===== config.mk =====
export PLATFORM = sky130hd
export DESIGN_NAME = fwsr_poller
export DESIGN_NICKNAME = d
export VERILOG_FILES = /design/src/common/fwsr_pkg.sv /design/src/verilog/fwsr_poller.sv /design/src/verilog/fwsr_bus_cycle.sv
export SDC_FILE = /design/constraint.sdc
export NUM_CORES = 1
export LEC_CHECK = 0
export ABC_AREA = 1
export BUFFER_PORTS_ARGS = -buffer_cell sky130_fd_sc_hd__buf_2
export CAP_MARGIN = 30
export CORE_MARGIN = 10
export CORE_UTILIZATION = 59
export CTS_BUF_LIST = sky130_fd_sc_hd__clkbuf_4
export CTS_CLUSTER_SIZE = 28
export DETAILED_ROUTE_END_ITERATION = 7
export PLACE_DENSITY = 0.87
export SETUP_SLACK_MARGIN = 0.1
export SKIP_CTS_REPAIR_TIMING = 1
export SLEW_MARGIN = 20
export SYNTH_ARGS = -nofsm -noshare
export SYNTH_HDL_FRONTEND = slang
export SYNTH_SLANG_ARGS = --single-unit

===== constraint.sdc =====
create_clock -name clk -period 3.65 [get_ports clk]
set_input_delay 0.5475 -clock clk [delete_from_list [all_inputs] [get_ports clk]]
set_output_delay 0.5475 -clock clk [all_outputs]
set_load 0.005 [all_outputs]

===== src/common/fwsr_pkg.sv =====
// Purpose: constants shared by the flash status poller
// Assumes: 100 MHz clock, flash is an asynchronous read/write device
// Notes: register offsets are byte addresses on the avalon slave
package fwsr_pkg;
    // avalon register byte offsets
    localparam logic [3:0] REG_CTRL = 4'h0;     // write: start/op/reset bits
    localparam logic [3:0] REG_ADDR = 4'h4;     // flash address to poll
    localparam logic [3:0] REG_DATA = 4'h8;     // expected datum / result
    localparam logic [3:0] REG_STAT = 4'hc;     // poller status
    // control field positions
    localparam int CTRL_START = 0;              // start polling
    localparam int CTRL_ERASE = 1;              // 1 = erase, 0 = program
    localparam int CTRL_TOGGLE = 2;             // 1 = toggle method
    localparam int CTRL_RESET = 3;              // issue reset command
    // status field positions
    localparam int STAT_BUSY = 0;
    localparam int STAT_DONE = 1;
    localparam int STAT_FAIL = 2;
    localparam int STAT_RDY = 3;                // ready/busy pin level
    localparam int STAT_SEL = 4;                // second toggle seen
    // flash data bit positions
    localparam int POLL_BIT = 7;
    localparam int TOG1_BIT = 6;
    localparam int TMO_BIT = 5;
    localparam int TOG2_BIT = 2;
    // flash commands
    localparam logic [7:0] CMD_RESET = 8'hf0;
    // flash bus cycle timing
    localparam int CYC_NS = 10;                 // clock period
    localparam int STROBE_NS = 80;              // strobe low time, least
    localparam int STROBE_CYC = (STROBE_NS + CYC_NS - 1) / CYC_NS;
    localparam int GAP_NS = 30;                 // strobe high time, least
    localparam int GAP_CYC = (GAP_NS + CYC_NS - 1) / CYC_NS;
    localparam int TW = 4;                      // timer width
    localparam logic [3:0] RST_CTRL = 4'h0;     // reset value of control
endpackage


===== src/verilog/fwsr_poller.sv =====
// Purpose: host-side status poller for an embedded program/erase
// Assumes: software has already written the command sequence
// Notes: data polling or toggle polling, selected per start
`timescale 1ns/1ps
module fwsr_poller
    import fwsr_pkg::*;
(
    input wire logic clk,
    input wire logic rst,
    input wire logic [3:0] avs_address,
    input wire logic avs_read,
    input wire logic avs_write,
    input wire logic [31:0] avs_writedata,
    output logic [31:0] avs_readdata,
    output logic avs_waitrequest,
    output logic [21:0] flash_addr,
    input wire logic [7:0] flash_dq_in,
    output logic [7:0] flash_dq_out,
    output logic flash_dq_oe_n,
    output logic flash_oe_n,
    output logic flash_we_n,
    input wire logic ready_busy_n
);
    import fwsr_pkg::*;
    typedef enum logic [6:0] {
        P_IDLE = 7'b0000001,
        P_RD1 = 7'b0000010,   // first status read
        P_RD2 = 7'b0000100,   // second status read
        P_RECHK = 7'b0001000, // recheck after timeout bit
        P_FINAL = 7'b0010000, // later read for clean data
        P_RST = 7'b0100000,   // reset command write
        P_WAIT = 7'b1000000   // waiting for a bus cycle
    } fwsr_st_type;
    fwsr_st_type st_r; // poller state
    fwsr_st_type ret_r; // state to enter after cycle
    logic [21:0] addr_r; // poll address
    logic [7:0] exp_r; // expected datum
    logic erase_r; // erase operation
    logic tog_r; // toggle method
    logic busy_r, done_r, fail_r, sel_r; // status bits
    logic rdy_r; // sampled ready/busy pin
    logic [7:0] prev_r; // previous status read
    logic go_r, wr_r; // cycle request
    logic [7:0] rdata; // cycle result
    logic cyc_done; // cycle finished
    logic ack_r; // bus answer cycle

    // true when a status read says the operation is finished
    function automatic logic op_done(input logic [7:0] d, input logic [7:0] p,
        input logic tog, input logic er, input logic [7:0] e);
        if (tog) begin
            op_done = (d[TOG1_BIT] == p[TOG1_BIT]);
        end else if (er) begin
            op_done = d[POLL_BIT];
        end else begin
            op_done = (d[POLL_BIT] == e[POLL_BIT]);
        end
    endfunction

    fwsr_bus_cycle u_cyc (
        .clk(clk),
        .rst(rst),
        .go(go_r),
        .wr(wr_r),
        .wdata(CMD_RESET),
        .dq_in(flash_dq_in),
        .rdata(rdata),
        .done(cyc_done),
        .oe_n(flash_oe_n),
        .we_n(flash_we_n),
        .dq_oe_n(flash_dq_oe_n)
    );

    // reset command is the only data this poller ever drives
    always_ff @(posedge clk) begin
        if (rst) begin
            flash_dq_out <= 8'h00;
        end else begin
            flash_dq_out <= CMD_RESET;
        end
    end

    // address output follows the poll address
    always_ff @(posedge clk) begin
        if (rst) begin
            flash_addr <= '0;
        end else begin
            flash_addr <= addr_r;
        end
    end

    // ready/busy pin sampled as status only, never trusted alone
    always_ff @(posedge clk) begin
        if (rst) begin
            rdy_r <= 1'b1;
        end else begin
            rdy_r <= ready_busy_n;
        end
    end

    // avalon slave: one wait cycle, then answer
    always_ff @(posedge clk) begin
        if (rst) begin
            ack_r <= 1'b0;
            avs_waitrequest <= 1'b1;
            avs_readdata <= 32'h0;
        end else begin
            ack_r <= (avs_read | avs_write) & ~ack_r;
            avs_waitrequest <= ~((avs_read | avs_write) & ~ack_r);
            unique case (avs_address)
                REG_ADDR: avs_readdata <= {10'h0, addr_r};
                REG_DATA: avs_readdata <= {24'h0, exp_r};
                REG_STAT: avs_readdata <= {27'h0, sel_r, rdy_r, fail_r,
                    done_r, busy_r};
                default: avs_readdata <= 32'h0; // control and unmapped
            endcase
        end
    end

    // configuration registers, host-written only while idle; exp_r also loaded in P_FINAL
    always_ff @(posedge clk) begin
        if (rst) begin
            addr_r <= '0;
            exp_r <= 8'h00;
            erase_r <= 1'b0;
            tog_r <= 1'b0;
        end else if (avs_write && ack_r && !busy_r) begin
            if (avs_address == REG_ADDR) begin
                addr_r <= avs_writedata[21:0];
            end
            if (avs_address == REG_DATA) begin
                exp_r <= avs_writedata[7:0];
            end
            if (avs_address == REG_CTRL) begin
                erase_r <= avs_writedata[CTRL_ERASE];
                tog_r <= avs_writedata[CTRL_TOGGLE];
            end
        end else if (st_r == P_FINAL) begin
            // done pulse was spent in P_WAIT; rdata still holds the read
            exp_r <= rdata;
        end
    end

    // polling sequencer
    always_ff @(posedge clk) begin
        if (rst) begin
            st_r <= P_IDLE;
            ret_r <= P_IDLE;
            go_r <= 1'b0;
            wr_r <= 1'b0;
            busy_r <= 1'b0;
            done_r <= 1'b0;
            fail_r <= 1'b0;
            sel_r <= 1'b0;
            prev_r <= 8'h00;
        end else begin
            go_r <= 1'b0;
            unique case (st_r)
                P_IDLE: begin
                    if (avs_write && ack_r && avs_address == REG_CTRL) begin
                        if (avs_writedata[CTRL_RESET]) begin
                            wr_r <= 1'b1;
                            go_r <= 1'b1;
                            busy_r <= 1'b1;
                            ret_r <= P_RST;
                            st_r <= P_WAIT;
                        end else if (avs_writedata[CTRL_START]) begin
                            // a fresh start always begins with two reads
                            wr_r <= 1'b0;
                            go_r <= 1'b1;
                            busy_r <= 1'b1;
                            done_r <= 1'b0;
                            fail_r <= 1'b0;
                            sel_r <= 1'b0;
                            ret_r <= P_RD1;
                            st_r <= P_WAIT;
                        end
                    end
                end
                P_WAIT: begin
                    if (cyc_done) begin
                        st_r <= ret_r;
                    end
                end
                P_RD1: begin
                    prev_r <= rdata;
                    go_r <= 1'b1;
                    ret_r <= P_RD2;
                    st_r <= P_WAIT;
                end
                P_RD2, P_RECHK: begin
                    prev_r <= rdata;
                    if (rdata[TOG2_BIT] != prev_r[TOG2_BIT]) begin
                        sel_r <= 1'b1;
                    end
                    go_r <= 1'b1;
                    if (op_done(rdata, prev_r, tog_r, erase_r, exp_r)) begin
                        ret_r <= P_FINAL;
                    end else if (st_r == P_RECHK) begin
                        // still busy after timeout: abort with reset
                        wr_r <= 1'b1;
                        fail_r <= 1'b1;
                        ret_r <= P_RST;
                    end else if (rdata[TMO_BIT]) begin
                        ret_r <= P_RECHK;
                    end else begin
                        ret_r <= P_RD2;
                    end
                    st_r <= P_WAIT;
                end
                P_FINAL: begin
                    busy_r <= 1'b0;
                    done_r <= 1'b1;
                    st_r <= P_IDLE;
                end
                P_RST: begin
                    wr_r <= 1'b0;
                    busy_r <= 1'b0;
                    done_r <= 1'b1;
                    st_r <= P_IDLE;
                end
            endcase
        end
    end
endmodule // fwsr_poller


===== src/verilog/fwsr_bus_cycle.sv =====
// Purpose: one asynchronous read or write cycle on the flash pins
// Assumes: strobe low time and recovery time are whole clock counts
// Notes: done pulses for one clock after recovery
`timescale 1ns/1ps
module fwsr_bus_cycle
    import fwsr_pkg::*;
(
    input wire logic clk,
    input wire logic rst,
    input wire logic go,
    input wire logic wr,
    input wire logic [7:0] wdata,
    input wire logic [7:0] dq_in,
    output logic [7:0] rdata,
    output logic done,
    output logic oe_n,
    output logic we_n,
    output logic dq_oe_n
);
    import fwsr_pkg::*;
    typedef enum logic [2:0] {
        C_IDLE = 3'b001,
        C_STRB = 3'b010,
        C_GAP = 3'b100
    } fwsr_cyc_type;
    fwsr_cyc_type st_r; // cycle state
    logic [TW-1:0] cnt_r; // phase timer
    logic wr_r; // latched direction

    // cycle sequencer: strobe low, sample data on its rising edge, recover
    always_ff @(posedge clk) begin
        if (rst) begin
            st_r <= C_IDLE;
            cnt_r <= '0;
            wr_r <= 1'b0;
            oe_n <= 1'b1;
            we_n <= 1'b1;
            dq_oe_n <= 1'b1;
            rdata <= 8'h00;
            done <= 1'b0;
        end else begin
            done <= 1'b0;
            unique case (st_r)
                C_IDLE: begin
                    if (go) begin
                        wr_r <= wr;
                        oe_n <= wr;
                        we_n <= ~wr;
                        dq_oe_n <= ~wr;
                        cnt_r <= TW'(STROBE_CYC - 1);
                        st_r <= C_STRB;
                    end
                end
                C_STRB: begin
                    if (cnt_r == '0) begin
                        // data taken at the strobe's end, settled by then
                        if (!wr_r) begin
                            rdata <= dq_in;
                        end
                        oe_n <= 1'b1;
                        we_n <= 1'b1;
                        cnt_r <= TW'(GAP_CYC - 1);
                        st_r <= C_GAP;
                    end else begin
                        cnt_r <= cnt_r - 1'b1;
                    end
                end
                C_GAP: begin
                    // data bus released only after write strobe rises
                    dq_oe_n <= 1'b1;
                    if (cnt_r == '0) begin
                        done <= 1'b1;
                        st_r <= C_IDLE;
                    end else begin
                        cnt_r <= cnt_r - 1'b1;
                    end
                end
            endcase
        end
    end
endmodule // fwsr_bus_cycle


**After elaboration in Yosys (flattened, before gate mapping)**

Cells that the tools add are included.

- Bits in registers: 144
- Input port bits: 49
- Output and inout bits: 66
- Word-level logic and storage cells: 153

- Add/subtract/negate cells: 1
- Equal/unequal tests: 29
- Mux-type cells: 56
- Bitwise operators: 7
- Reductions and logical operators: 33

Operators by type and width:

| kind | number |
|---|---|
| $pmux W22 S3 | 1 |
| $mux W7 | 7 |
| $mux W8 | 4 |
| $pmux W7 S4 | 1 |
| $mux W1 | 22 |
| $pmux W7 S3 | 1 |
| $reduce_and A3 Y1 | 6 |
| $mux W4 | 4 |
| $ne A2 B2 Y1 const B | 8 |
| $pmux W1 S2 | 8 |
| $mux W6 | 2 |
| $pmux W4 S3 | 1 |
| $reduce_and A2 Y1 | 6 |
| $reduce_and A5 Y1 | 2 |
| $reduce_bool A2 Y1 | 5 |
| $mux W3 | 3 |
| $pmux W3 S3 | 1 |
| $eq A4 B4 Y1 const B | 2 |
| $logic_not A4 Y1 | 2 |
| $ne A2 B1 Y1 const B | 4 |
| $eq A7 B1 Y1 const B | 1 |
| $eq A7 B2 Y1 const B | 1 |
| $eq A7 B3 Y1 const B | 1 |
| $eq A7 B4 Y1 const B | 1 |
| other kinds (22) | 32 |

**Longest topological paths before layout**

- Depth after elaboration: 7
- Gate-level depth with buffers: 10

**Hierarchy**

From an unflattened synthesis, not the netlist that was laid out.

- Cells, all modules: 595
- Area total of the unflattened synthesis: 4889.7 um2

Modules (own cells, without submodules):

| module | instances | cells an instance | area an instance (um2) | seq. area each (um2) |
|---|---|---|---|---|
| fwsr_poller | 1 | 474 | 3908.7 | 2021.9 |
| fwsr_bus_cycle | 1 | 121 | 980.9 | 400.4 |

**Worst setup path after synthesis**

Ideal clock, no wire load.

- Kind: input-to-reg
- From: in avs_address[1]
- To: reg addr_r[13]
- Data arrival time: 1457 ps
- Data required time: 3531 ps
- Path slack: 2073 ps
- Stages: 7
- Path through: nor2_2 -> nand2_1 -> nor2_1 -> inv_2 -> buf_2 -> o21ai_0 -> a21oi_1

- Longest elaborated chain between the ends: 2

Ends and longest elaborated chain:

| what | RTL line | text |
|---|---|---|
| start: declaration | fwsr_poller.sv:10 | `input wire logic [3:0] avs_address,` |
| $eq A4 B3 Y1 | fwsr_poller.sv:128 | `if (avs_address == REG_ADDR) begin` |
| $reduce_and A2 Y1 (no line) | -- |  |
| end signal: assignment | fwsr_poller.sv:129 | `addr_r <= avs_writedata[21:0];` |
| end: declaration | fwsr_poller.sv:36 | `logic [21:0] addr_r;` |

Every way passes these cells.
A chain may end at the register's enable or synchronous reset.

**Final worst setup path**

- From: reg u_cyc.cnt_r[0]
- To: reg u_cyc.rdata[3]

- Longest elaborated chain between the ends: 2

Ends and longest elaborated chain:

| what | RTL line | text |
|---|---|---|
| start: declaration | fwsr_bus_cycle.sv:27 | `logic [TW-1:0] cnt_r;` |
| start signal: assignment | fwsr_bus_cycle.sv:50 | `cnt_r <= TW'(STROBE_CYC - 1);` |
| start signal: assignment | fwsr_bus_cycle.sv:62 | `cnt_r <= TW'(GAP_CYC - 1);` |
| start signal: assignment | fwsr_bus_cycle.sv:65 | `cnt_r <= cnt_r - 1'b1;` |
| $logic_not A4 Y1 | fwsr_bus_cycle.sv:55 | `if (cnt_r == '0) begin` |
| $reduce_and A3 Y1 (no line) | -- |  |
| end signal: assignment | fwsr_bus_cycle.sv:58 | `rdata <= dq_in;` |
| end: declaration | fwsr_bus_cycle.sv:14 | `output logic [7:0] rdata,` |

Every way passes these cells.

==> key figures <==
Run status
  – Outcome: completed

Yosys
  – Flip-flop and latch count after synthesis: 121
  – Sequential area share after synthesis: 0.543
  – Post-synth design cell area: 0.00446 mm²
  – Cells after synthesis: 558
  – Number of distinct library cells after synthesis: 32
  – Synth area leader: dfxtp_1
  – Yosys top cell area share: 0.543
  – Largest family of logic cells by synthesized area: simple AND/OR/NAND/NOR gates
  – Area contributors post-synth: dfxtp_1 (54%), o21ai_0 (7.3%), nor2_1 (6.7%), inv_1 (6.0%), nand2_1 (6.0%)
  – Asr flop ratio synth: 0
  – Count leader, synth: dfxtp_1
  – Top_reg_cell synth: dfxtp_1
  – Post-synth EDFFs: 0
  – Mux contribution to synthesized area: 0
  – Top post-synthesis cells by count: dfxtp_1 (121), nor2_1 (80), inv_1 (71), nand2_1 (71), o21ai_0 (65)
  – Xor/xnor share of the synthesized area: 0.00393
  – Synth warnings: 0
  – Avg Inst Size Synth: 7.99 µm²
  – Compound-gate portion of the synthesized area: 0.149
  – Synth Area in Adders: 0.00561
  – Synth Area in Simple Gates: 0.186

Route
  – 1st-iter DRT viols: 195
  – Router iterations before antenna repair: 5
  – ANT nets after route: 0
  – Routed WL per cell: 13.2 µm
  – Final wirelength: 9.97 mm
  – Via/cell ratio: 4.96
  – Vias: 3,760
  – # DRC: 0

Pwr
  – Lkg Pwr: 2.33 nW
  – Clock Power Share: 0.392
  – Gate power share: 0.094
  – Internal Power: 2.00 mW
  – Switch Pwr: 696 µW
  – Pwr dens: 519 mW/mm²
  – Seq pwr share: 0.514
  – VDD IR max: 0.000327 V
  – Net Sw Frac: 0.258
  – Pwr Total: 2.70 mW

Clock tree
  – Clock transition at the registers of the reported paths: 0.11 ns
  – H-tree depth: 4
  – Skew-Pair Late Insertion Delay: 0.52 ns
  – CTS root buffer: clkbuf_4
  – CTS tree: done
  – Sink Count: 121
  – CTS Buf Count: 17
  – Max Root-Sink Buffers: 2

Global routing
  – Vias in the first global route: 3,621
  – First-pass GRT wire length: 16.3 mm
  – Global route overflow: 0
  – Antenna violations before repair: 0
  – Total GRT Usage: 0.177
  – Largest net degree at the start of global routing: 58

Finish
  – Nets@finish: 697
  – Post-route insts no fill: 758
  – Layout fillers: 573
  – Fraction of layout instances using a drive strength above 1: 0.206
  – Diodes inserted: 0
  – Fin util: 0.714
  – P&R area growth vs syn: 16.8%
  – Finished Cell Area: 0.00521 mm²

Critical path
  – WP buf/inv: 2
  – Worst path max stage delay: 0.40 ns
  – WP data required: 4.04 ns
  – Slowest-stage cell, CP: or2_1
  – Critical path type: flip-flop to flip-flop
  – Cell family with the largest share of critical-path delay: simple AND/OR/NAND/NOR gates
  – Cell Chain, Critical Path: inv_1 > ha_1 > nand2_2 > nor2_2 > inv_2 > or2_1 > o21ai_0 > a21oi_1
  – Startpoint types: flip-flop
  – CP Data Arrival Time: 2.17 ns
  – CP Capture Type: flip-flop
  – Largest fanout on the critical path: 16

Placement
  – Port Buffer Count: 90
  – Dpl ws: 1.52 ns
  – Dpl cells: 726
  – GPL Wtd Cong: 0.868
  – Placement Cell Area: 0.00488 mm²
  – HPWL after DPL: 7.25 mm

STA
  – Finish-stage setup viols: 0
  – RSZ-0062 raised after global routing: no
  – Min setup slack post-route: 1.87 ns
  – WHS: 0.230 ns
  – Setup Skew: 0.0230 ns
  – Least-Margin Pin Slew: 0.876 ns
  – Slew HR: 0.414
  – Fmax: 562 MHz
  – Final hold violation count: 0
  – Final Cycle Share: 0.487
  – Fin Setup TNS: 0 ns
  – Slew Viols, Final: 0
  – Final Critical Period: 1.78 ns

Min path
  – Worst Hold Class: primary input to flip-flop

Die
  – Die area: 0.0114 mm²
  – Width of the die: 107 µm
  – Ports: 115
  – Core region area: 0.00729 mm²
  – Core Rows: 31
  – Initial Util: 0.612
  – Die Y: 107 µm

Flow run
  – Max-cap violations: 0
==> layer usage <==
layer  up-vias  global-route usage  routed length [µm]
met5         -                   0                   0
met2       122               0.297                4830
met4         0              0.0667                 123
met1      1679               0.192                4220
met3        14              0.0820                 803
li1       1945                   -                   -
==> logic make-up (layout without fill, tap and decap cells) <==
| kind of cell | Yosys count | in the layout |
|---|---|---|
| buffers and inverters | 110 | 198 |
| other | 1 | 14 |
| adder cells (fa/ha/maj) | 2 | 2 |
| flip-flops | 121 | 121 |
| AO/OA/AOI/OAI | 126 | 126 |
| XOR/XNOR | 2 | 2 |
| AND/OR/NAND/NOR | 196 | 196 |
==> cells in the final DEF, fill, tap and decap left out <==
cell type / n
a21oi_1: 47
a31oi_1: 1
buf_2: 90
buf_4: 2
bufinv_16: 4
clkbuf_4: 18
clkinv_1: 2
clkinv_4: 3
clkinvlp_4: 2
conb_1: 14
dfxtp_1: 121
ha_1: 2
inv_1: 71
inv_2: 3
inv_6: 3
nand2_1: 71
nand2_2: 1
nand3_1: 17
nand3_2: 1
nand3b_1: 3
nand4_1: 2
nor2_1: 80
nor2_2: 4
nor3_1: 8
nor3b_1: 5
o211ai_1: 1
o21a_1: 1
o21ai_0: 65
o21ai_1: 2
o21ai_2: 2
o221ai_1: 4
o22ai_1: 3
or2_1: 1
or2_2: 3
xor2_1: 2
==> power by group through the flow <==
stage | combinational [mW] | sequential [mW] | clock (mW)
after global routing | 0.291 | 1.39 | 1.14
after detailed placement | 0.250 | 1.42 | 0
final | 0.254 | 1.39 | 1.06
after floorplan | 0.194 | 1.41 | 0
after global placement | 0.238 | 1.42 | 0
after CTS | 0.252 | 1.39 | 1.08
==> path summary, 6_finish.rpt <==
check,from,to,slack (ns),cells after the start
setup / recovery,u_cyc.cnt_r[0],u_cyc.rdata[3],1.87,8
hold / removal,ready_busy_n,rdy_r,0.23,2
setup reg to reg,u_cyc.cnt_r[0],u_cyc.rdata[3],1.87,8
hold reg to reg,addr_r[2],flash_addr[2],0.45,2
==> sequential cells by signal (all words and copies together) (netlist names), 2 cells and up <==
register / count
addr_r: 22
avs_readdata: 22
exp_r: 8
flash_addr: 22
prev_r: 2
ret_r: 6
st_r: 7
u_cyc.cnt_r: 4
u_cyc.rdata: 8
u_cyc.st_r: 3
==> final cells by class <==
class | count | area [µm²] | area share
well taps | 99 | 124 | 0.0238
clock inverters | 14 | 195 | 0.0375
flip-flops and latches | 121 | 2420 | 0.465
multi-input cells | 340 | 1590 | 0.305
clock buffers | 18 | 135 | 0.0259
inverters | 74 | 278 | 0.0533
repair buffers | 92 | 465 | 0.0894
(Power assumes the default switching activity.)
